File: config.mk
export PLATFORM = sky130hd
export DESIGN_NAME = cio_ports
export DESIGN_NICKNAME = d
export VERILOG_FILES = /design/src/design/cio_pkg.sv /design/src/design/cio_port_reg.sv /design/src/design/cio_ports.sv
export SDC_FILE = /design/constraint.sdc
export NUM_CORES = 1
export LEC_CHECK = 0
export ABC_AREA = 1
export BUFFER_PORTS_ARGS = -buffer_cell sky130_fd_sc_hd__buf_2
export CAP_MARGIN = 40
export CORE_MARGIN = 1
export CORE_UTILIZATION = 50
export CTS_BUF_LIST = sky130_fd_sc_hd__clkbuf_2
export CTS_CLUSTER_DIAMETER = 50
export DETAILED_ROUTE_END_ITERATION = 16
export GPL_ROUTABILITY_DRIVEN = 0
export PLACE_DENSITY = 0.8
export SYNTH_ARGS = -nofsm -noshare
export SYNTH_HDL_FRONTEND = slang
export SYNTH_SLANG_ARGS = --single-unit
File: constraint.sdc
create_clock -name clk -period 1.6 [get_ports clk]
set_input_delay 0.08 -clock clk [delete_from_list [all_inputs] [get_ports clk]]
set_output_delay 0.08 -clock clk [all_outputs]
set_load 0.02 [all_outputs]
File: src/design/cio_pkg.sv
// Package for the CPU I/O port signal block: constants and carrier types
package cio_pkg;
  localparam int CIO_NUM_PORTS = 8;
  localparam int CIO_SEL_W = 6;
  localparam int CIO_FUNC_W = 6;
  localparam int CIO_DATA_W = 18;
  localparam int CIO_PORT_IDX_W = 3;
  // Microstep length in clock cycles
  localparam int CIO_STEP_NS = 40;
  localparam int CIO_CLK_NS = 10;
  localparam int CIO_STEP_CYC = (CIO_STEP_NS + CIO_CLK_NS - 1) / CIO_CLK_NS;
  // Fixed pulse width in clock cycles, inside one microstep
  localparam int CIO_PULSE_NS = 20;
  localparam int CIO_PULSE_CYC = (CIO_PULSE_NS + CIO_CLK_NS - 1) / CIO_CLK_NS;
  // Reset value of a port register
  localparam logic [17:0] CIO_PORT_RST = 18'h00000;

  // One microstep command from the CPU sequencer
  typedef struct packed {
    logic xmit;
    logic read;
    logic [2:0] port_sel;
    logic [5:0] dev_sel;
    logic [5:0] func;
  } cio_step_t;

  // Step timer phases
  typedef enum logic [1:0] {
    CIO_PH_PULSE = 2'b01,
    CIO_PH_REST = 2'b10
  } cio_phase_t;
endpackage

File: src/design/cio_port_reg.sv
// One I/O port register with inbound load and attention synchroniser
`timescale 1ns/10ps
`default_nettype none
module cio_port_reg
  import cio_pkg::*;
#(
  parameter int DATA_W = 18
) (
  // Clock and reset
  input wire logic clk,
  input wire logic rst,
  // Load strobe and data from the CPU side
  input wire logic cpu_load,
  input wire logic [DATA_W-1:0] cpu_data,
  // Inbound read gate load
  input wire logic gate_load,
  input wire logic [DATA_W-1:0] inbound_data_n,
  // Attention request pins, active low, asynchronous
  input wire logic [2:0] attention_request_n,
  input wire logic [2:0] attn_clear,
  // Outputs
  output logic [DATA_W-1:0] outbound_data_lines,
  output logic [2:0] attn_flag
);
  // Port register and sync stages
  logic [DATA_W-1:0] data_reg;
  logic [DATA_W-1:0] in_s1_reg, in_s2_reg;
  logic [2:0] at_s1_reg, at_s2_reg, at_s3_reg, flag_reg;
  wire [DATA_W-1:0] data_next;
  wire [2:0] attn_fall;
  wire [2:0] flag_next;

  // Read gate wins over CPU load; inbound lines are active low
  assign data_next = gate_load ? ~in_s2_reg : (cpu_load ? cpu_data : data_reg);
  // Falling edge seen only after the second stage
  assign attn_fall = at_s3_reg & ~at_s2_reg;
  // Set beats clear so no pulse is lost
  assign flag_next = attn_fall | (flag_reg & ~attn_clear);

  // Two-stage synchronisers for pins
  always_ff @(posedge clk) begin
    if (rst) begin
      in_s1_reg <= '1;
      in_s2_reg <= '1;
      at_s1_reg <= 3'h7;
      at_s2_reg <= 3'h7;
      at_s3_reg <= 3'h7;
    end else begin
      in_s1_reg <= inbound_data_n;
      in_s2_reg <= in_s1_reg;
      at_s1_reg <= attention_request_n;
      at_s2_reg <= at_s1_reg;
      at_s3_reg <= at_s2_reg;
    end
  end

  // Register and flag update
  always_ff @(posedge clk) begin
    if (rst) begin
      data_reg <= DATA_W'(CIO_PORT_RST);
      flag_reg <= 3'h0;
    end else begin
      data_reg <= data_next;
      flag_reg <= flag_next;
    end
  end

  assign outbound_data_lines = data_reg;
  assign attn_flag = flag_reg;
endmodule
`default_nettype wire

File: src/design/cio_ports.sv
// CPU side of the eight external I/O ports and their strobe timing
// How it works
// - Eight independent ports, each own signal set
// - Six-bit device select driven to all ports
// - Six-bit function code driven to all ports
// - Transmit select low on chosen port only
// - One transmit strobe per transmit microstep
// - Select, function stable across strobe; data follows a CPU load unless a read gate loads that port on the same edge
// - Read gate loads chosen port register
// - Sync pulse every microstep, always
// - Pulse widths fixed; levels follow steps
// - Device select active high; transmit select, strobes, gates active low
// - Port register shown on outbound lines
// - Attention pulse latches its interrupt flag
// - Master clear low drives all ports
`timescale 1ns/10ps
`default_nettype none
module cio_ports
  import cio_pkg::*;
#(
  parameter int NUM_PORTS = CIO_NUM_PORTS,
  parameter int DATA_W = CIO_DATA_W
) (
  // Clock and reset
  input wire logic clk,
  input wire logic rst,
  // Microstep command from the sequencer, sampled at step start
  input wire cio_step_t step_cmd,
  output logic step_start,
  // CPU write into a port register
  input wire logic cpu_load,
  input wire logic [CIO_PORT_IDX_W-1:0] cpu_load_port,
  input wire logic [DATA_W-1:0] cpu_data,
  // Interrupt flag clear from the CPU, per port and kind
  input wire logic [NUM_PORTS*3-1:0] attn_clear,
  // Shared port outputs
  output logic [CIO_SEL_W-1:0] device_select_lines,
  output logic [CIO_FUNC_W-1:0] function_code_lines,
  output logic transmit_strobe_n,
  output logic step_sync_pulse_n,
  output logic master_clear_level_n,
  // Per-port outputs
  output logic [NUM_PORTS-1:0] transmit_select_level_n,
  output logic [NUM_PORTS-1:0] read_gate_pulse_n,
  output logic [NUM_PORTS*DATA_W-1:0] outbound_data_lines,
  // Per-port inbound pins, active low
  input wire logic [NUM_PORTS*DATA_W-1:0] inbound_data_n,
  input wire logic [NUM_PORTS*3-1:0] attention_request_n,
  // Latched interrupt flags: data in, data out, status
  output logic [NUM_PORTS*3-1:0] attn_flag
);
  // Step timer and held command
  logic [7:0] step_cnt_reg;
  cio_phase_t phase_reg;
  cio_step_t cmd_reg;
  logic pulse_reg;
  logic mc_reg;
  wire step_end;
  wire [7:0] step_cnt_next;
  wire [NUM_PORTS-1:0] port_hit;
  wire gate_now;

  // Step boundary once per microstep
  assign step_end = (step_cnt_reg == 8'(CIO_STEP_CYC - 1));
  assign step_cnt_next = step_end ? 8'h00 : step_cnt_reg + 8'h01;
  assign step_start = step_end;
  // Fixed pulse window at the head of each step, not programmable
  assign gate_now = pulse_reg;

  // Microstep counter and phase
  always_ff @(posedge clk) begin
    if (rst) begin
      step_cnt_reg <= 8'h00;
      phase_reg <= CIO_PH_REST;
      pulse_reg <= 1'b0;
      cmd_reg <= '0;
      mc_reg <= 1'b1;
    end else begin
      step_cnt_reg <= step_cnt_next;
      mc_reg <= 1'b0;
      // Command held for the whole step keeps lines stable under strobe
      if (step_end) begin
        cmd_reg <= step_cmd;
      end
      // Pulse starts one cycle into step, after lines settle
      if (step_end) begin
        pulse_reg <= 1'b0;
        phase_reg <= CIO_PH_REST;
      end else if (step_cnt_reg == 8'h00) begin
        pulse_reg <= 1'b1;
        phase_reg <= CIO_PH_PULSE;
      end else if (step_cnt_reg == 8'(CIO_PULSE_CYC)) begin
        pulse_reg <= 1'b0;
        phase_reg <= CIO_PH_REST;
      end
    end
  end

  // Port decode from the port select field
  assign port_hit = NUM_PORTS'(1) << cmd_reg.port_sel;

  // Shared lines, polarity per signal kind
  assign device_select_lines = cmd_reg.dev_sel;
  assign function_code_lines = cmd_reg.func;
  assign transmit_strobe_n = ~(gate_now & cmd_reg.xmit);
  assign step_sync_pulse_n = ~gate_now;
  assign master_clear_level_n = ~mc_reg;
  // Level spans every consecutive transmit step without a gap
  assign transmit_select_level_n = ~(port_hit & {NUM_PORTS{cmd_reg.xmit & ~mc_reg}});
  assign read_gate_pulse_n = ~(port_hit & {NUM_PORTS{gate_now & cmd_reg.read}});

  // Load at the gate's end, when inbound data has settled
  wire gate_end = (step_cnt_reg == 8'(CIO_PULSE_CYC)) & cmd_reg.read;

  // One register per port
  genvar gi;
  generate
    for (gi = 0; gi < NUM_PORTS; gi++) begin : g_port
      cio_port_reg #(.DATA_W(DATA_W)) u_port (
        .clk(clk),
        .rst(rst),
        .cpu_load(cpu_load && (cpu_load_port == CIO_PORT_IDX_W'(gi))),
        .cpu_data(cpu_data),
        .gate_load(gate_end && port_hit[gi]),
        .inbound_data_n(inbound_data_n[gi*DATA_W +: DATA_W]),
        .attention_request_n(attention_request_n[gi*3 +: 3]),
        .attn_clear(attn_clear[gi*3 +: 3]),
        .outbound_data_lines(outbound_data_lines[gi*DATA_W +: DATA_W]),
        .attn_flag(attn_flag[gi*3 +: 3])
      );
    end
  endgenerate

  // Checks
  AST_SYNC_ONCE: assert property (@(posedge clk) disable iff (rst)
    $fell(step_sync_pulse_n) |=> !step_sync_pulse_n [*1] ##1 step_sync_pulse_n)
    else $error("sync pulse width wrong");
  AST_STROBE_NEEDS_XMIT: assert property (@(posedge clk) disable iff (rst)
    !transmit_strobe_n |-> cmd_reg.xmit && !step_sync_pulse_n)
    else $error("strobe without transmit");
  AST_SEL_ONEHOT: assert property (@(posedge clk) disable iff (rst)
    $onehot0(~transmit_select_level_n))
    else $error("transmit select on many ports");
  AST_LINES_STABLE: assert property (@(posedge clk) disable iff (rst)
    !transmit_strobe_n && $past(!transmit_strobe_n) |-> $stable(device_select_lines)
    && $stable(function_code_lines))
    else $error("lines moved under strobe");
  AST_GATE_PORT: assert property (@(posedge clk) disable iff (rst)
    !read_gate_pulse_n[cmd_reg.port_sel] || read_gate_pulse_n == '1)
    else $error("read gate on wrong port");
  AST_SYNC_PERIOD: assert property (@(posedge clk) disable iff (rst)
    $fell(step_sync_pulse_n) |-> ##4 $fell(step_sync_pulse_n))
    else $error("sync period wrong");
  AST_FUNC_FOLLOWS: assert property (@(posedge clk) disable iff (rst)
    step_end |=> function_code_lines == $past(step_cmd.func))
    else $error("function code not taken");
  AST_DEV_FOLLOWS: assert property (@(posedge clk) disable iff (rst)
    step_end |=> device_select_lines == $past(step_cmd.dev_sel))
    else $error("device select not taken");
  AST_PHASE_MATCH: assert property (@(posedge clk) disable iff (rst)
    pulse_reg == (phase_reg == CIO_PH_PULSE))
    else $error("step phase and pulse disagree");
  AST_MC_RELEASE: assert property (@(posedge clk)
    rst ##1 !rst |=> master_clear_level_n)
    else $error("master clear stuck");
  COV_XMIT: cover property (@(posedge clk) !transmit_strobe_n);
  COV_READ: cover property (@(posedge clk) read_gate_pulse_n != '1);
  COV_XMIT_RUN: cover property (@(posedge clk)
    transmit_select_level_n != '1 [*8]);
endmodule
`default_nettype wire

==> run metrics, run 1 <==
mapped cell area approximately 19000 um2; Ys Warns 0; Post-Synthesis Cells approximately 2200; root buffer cell clkbuf_2; Synth Area per Inst 8.79 um2; hpwl dp between 30 and 40 mm; Yosys cell types 27; Commonest cells post-synth 555 x dfxtp_1, 471 x nand2_1, 360 x or2_2; CTS buffer count approximately 140; worst_ep kind primary output; Total GRT Usage about four fifths; Top-Level Pins 433; Max clock buf depth 3; status stopped before the end; Overflow after GRT between 200 and 250; clock tree sinks between 500 and 600; worst_ep grt step_start; top post-synthesis cells by area dfxtp_1 58%, or2_2 12%, nand2_1 9.2%; EDFF count, synth 0; failing step global routing (5_1_grt); Cell Area, Placed around 22000 um2; num rows 71; Die H 199 um; cell with the most instances after synthesis dfxtp_1; tool error [ERROR GRT-0232] Routing congestion too high. Check the congestion heatmap in the GUI.; # H-tree levels 4; largest net degree at the start of global routing 135; Yosys reg bits 555; Post-Synthesis Net Count between 2000 and 2500; Initial Util slightly above 50%; Yosys top cell by area dfxtp_1; Synth Flop Type dfxtp_1; register area share after synthesis 57.5%; Yosys top cell area share between 50% and 60%; ys async rst share 0%; PortBufs roughly 430; Die Wd approximately 200 um
## metal layers
layer	overflow	track usage [%]
met5	4	48.7
met4	95	82.1
met3	7	71.5
met2	100	95.9
met1	8	77.5
## kinds of logic after synthesis
kind of cell               synth area share (%)
AOI/OAI and AO/OA                          5.31
buffers and inverters                      5.48
adders and majority gates                 0.194
and+or+nand+nor                            31.2
xor gates and xnor gates                  0.227
DFF                                        57.5
## what timing repair did
action / 4_1_cts
gates cloned: 16
hold endpoints to repair: 555
gates resized for setup: 623
setup endpoints to repair: 326
pin swaps: 15
buffers inserted: 75
hold buffers: 657
## through the flow
| stage | setup WS (ps) | TNS (ps) | instances |
|---|---|---|---|
| 2_1_floorplan | 13.0 | 0 | 2196 |
| 3_3_place_gp | -24.3 | -257 | 3039 |
| 3_5_place_dp | -190 | -4510 | 3039 |
| 4_1_cts | -692 | -55040 | 4021 |
==> inputs of run 2 (changes only) <==
--- a/config.mk
+++ b/config.mk
@@ -9,12 +9,10 @@
 export BUFFER_PORTS_ARGS = -buffer_cell sky130_fd_sc_hd__buf_2
 export CAP_MARGIN = 40
 export CORE_MARGIN = 1
-export CORE_UTILIZATION = 50
-export CTS_BUF_LIST = sky130_fd_sc_hd__clkbuf_2
-export CTS_CLUSTER_DIAMETER = 50
+export CORE_UTILIZATION = 40
 export DETAILED_ROUTE_END_ITERATION = 16
 export GPL_ROUTABILITY_DRIVEN = 0
-export PLACE_DENSITY = 0.8
+export PLACE_DENSITY_LB_ADDON = 0.15
 export SYNTH_ARGS = -nofsm -noshare
 export SYNTH_HDL_FRONTEND = slang
 export SYNTH_SLANG_ARGS = --single-unit
==> constraint.sdc (replaced) <==
create_clock -name clk -period 2.1 [get_ports clk]
set_input_delay 0.105 -clock clk [delete_from_list [all_inputs] [get_ports clk]]
set_output_delay 0.105 -clock clk [all_outputs]
set_load 0.02 [all_outputs]
==> run 2 against run 1 <==
Net effect:
- the flow now finishes without violations
- synthesized cell count is the same
- synthesized area unchanged
==> run metrics, run 2 <==
status finished clean; Area growth syn-to-layout 37.4%; worst skew pair latency 610 ps; Clock Skew between 15 and 20 ps; Die H between 200 and 250 um; Critical Path AT 1930 ps; PortBufs 432; CP endpoint kind output port; post-layout min period 2030 ps; Max Slew Vio Count 0; Yosys reg bits between 500 and 600; hold crit path type in2reg; Clk pwr share between 40% and 50%; top post-synthesis cells by area dfxtp_1 58%, or2_2 12%, nand2_1 9.2%; cell with the most instances after synthesis dfxtp_1; Worst slew margin between 50 and 60%; worst slack, placed around 260 ps; final setup vio count 0; DIE AREA 49200 um2; Max clock buf depth 3; Yosys cell types 27; CTS tree yes; Power Dens Cells ~900 nW/um2; most frequent cells in the layout 554 x dfxtp_1, 471 x nand2_1, 431 x buf_2; Post-Synthesis Net Count 2432; internal power roughly 0.018 W; maximum VDD drop roughly 0.70 mV; Avg WL per Cell ~18 um; crit start category flop; post-route design area about 27000 um2; clock tree sinks ~560; RSZ-0062 raised after global routing yes; fin cells around 3500; initial antenna violation count 10; period utilisation layout between 90% and 100%; Die Wd approximately 220 um; EDFF count, synth 0; Synth Flop Type dfxtp_1; num rows 80; combinational share of power between 8 and 9%; vias in the first global route 16200; Synth Area per Inst between 8 and 9 um2; Setup crit start cmd_reg[12]$_SDFFE_PP0P_; WS Path Type reg2out; Yosys top cell by area dfxtp_1; final hold violation count 0; hpwl dp between 30 and 40 mm; Overflow after GRT 0; Commonest cells post-synth 555 x dfxtp_1, 471 x nand2_1, 360 x or2_2; CORE AREA ~48000 um2; Sw Share 23.4%; # H-tree levels 2; register area share after synthesis 57.5%; Flop pwr share a little under half; Critical Path Fanout Max 11; global-route wire length before repair between 90 and 100 mm; clk slew on worst S/H paths approximately 60 ps; CTS buffer count 57; Worst R2R Start step_cnt_reg[0]$_SDFF_PP0_; Ys Warns 0; slew at the pin closest to its max-slew limit between 600 and 700 ps; ys async rst share 0%; Leak 11.7 nW; TritonRoute pass-1 iters 5; 1st-iter DRT viols approximately 1200; Initial Util between 40% and 50%; Max Freq a little under 500 MHz; Cell Area, Placed 22100 um2; root buffer cell clkbuf_16; # fillers between 4000 and 5000; Post-Synthesis Cells between 2000 and 2500; Hold Crit Start cpu_data[6]; Vias ~17000; fraction of layout cells with a size suffix above 1 between 30% and 40%; Total GRT Usage between 20% and 30%; commonest non-fill, non-tap cell in the layout dfxtp_1; Final WS setup roughly 67 ps; vias per cell 4.92; nets between 3000 and 4000; MaxCap Viol Count 0; largest net degree at the start of global routing 90; Top-Level Pins ~430; mapped cell area between 15000 and 20000 um2; Yosys top cell area share 57.5%; CP Data Required Time 2000 ps; Detail Route Antenna Nets 0; Switch Pwr 0.00559 W; Residual DRC 0; drt total wl between 60 and 70 mm; dpl cells 3113
-- run 2: cell counts after synthesis --
No cell type changed its count.
-- run 2: final cells by class --
cell class	instances	area [um2]	area share (%)
sequential	555	11100	41.9
multi-input combinational	1391	7180	27.1
timing repair buffer	728	5200	19.6
clock buffer	76	1620	6.11
tap	615	769	2.90
clock inverter	30	370	1.40
inverter	68	255	0.962
antenna	6	15.0	0.0566
-- run 2: power groups by stage --
| stage | logic, W | clock network (W) | registers [W] |
|---|---|---|---|
| final | 0.00210 | 0.0107 | 0.0111 |
| after global routing | 0.00227 | 0.0113 | 0.0112 |
| after CTS | 0.00210 | 0.0108 | 0.0111 |
| after detailed placement | 0.00173 | 0 | 0.0114 |
| after global placement | 0.00171 | 0 | 0.0113 |
| after floorplan | 0.000914 | 0 | 0.0114 |
-- run 2: through the flow --
step	power, W	hold WS, ps	utilization, %	TNS (ps)
after global routing	0.0247	32.8	55.7	-208
final	0.0239	35.5	55.7	0
after detailed placement	0.0131	289	46.3	0
after floorplan	0.0123	133	-	0
after CTS	0.0241	8.95	55.6	-46.8
after global placement	0.0131	287	46.3	0
-- run 2: what timing repair did --
item,CTS,global route
buffers inserted,2,0
cloned,0,0
gates resized for setup,4,4
hold buffers,242,0
setup endpoints to repair,5,12
endpoints found under the hold margin,242,0
-- run 2: final timing paths --
check | cells past startpoint | slack (ps) | to
setup / recovery | 5 | 70 | transmit_select_level_n[1]
hold / removal | 5 | 40 | g_port[3].u_port.outbound_data_lines[6]$_SDFFE_PP0P_
setup reg to reg | 9 | 210 | g_port[2].u_port.outbound_data_lines[6]$_SDFFE_PP0P_
hold reg to reg | 1 | 400 | g_port[7].u_port.in_s2_reg[16]$_SDFF_PP1_
-- run 2: critical path: stages (launching register included) --
cell and delay [ps]:
dfxtp_1 450, nand2_1 160, nor2_2 240, buf_4 240, nand2_1 60, buf_2 180
-- run 2: cell families after synthesis --
logic type	after synthesis	synth area share (%)
compound gates	191	5.31
xor+xnor	5	0.227
buf+inv	250	5.48
simple gates	1192	31.2
fa+ha+maj	3	0.194
flops	555	57.5
-- run 2: per-layer routing --
layer  part of all wire, %  GRT usage, %
met1                    43          31.8
met2                    46          38.6
met3                   6.6          4.27
met4                   4.0          11.1
met5                 0.028             0
Note: power is estimated with default switching activity, not from simulation.
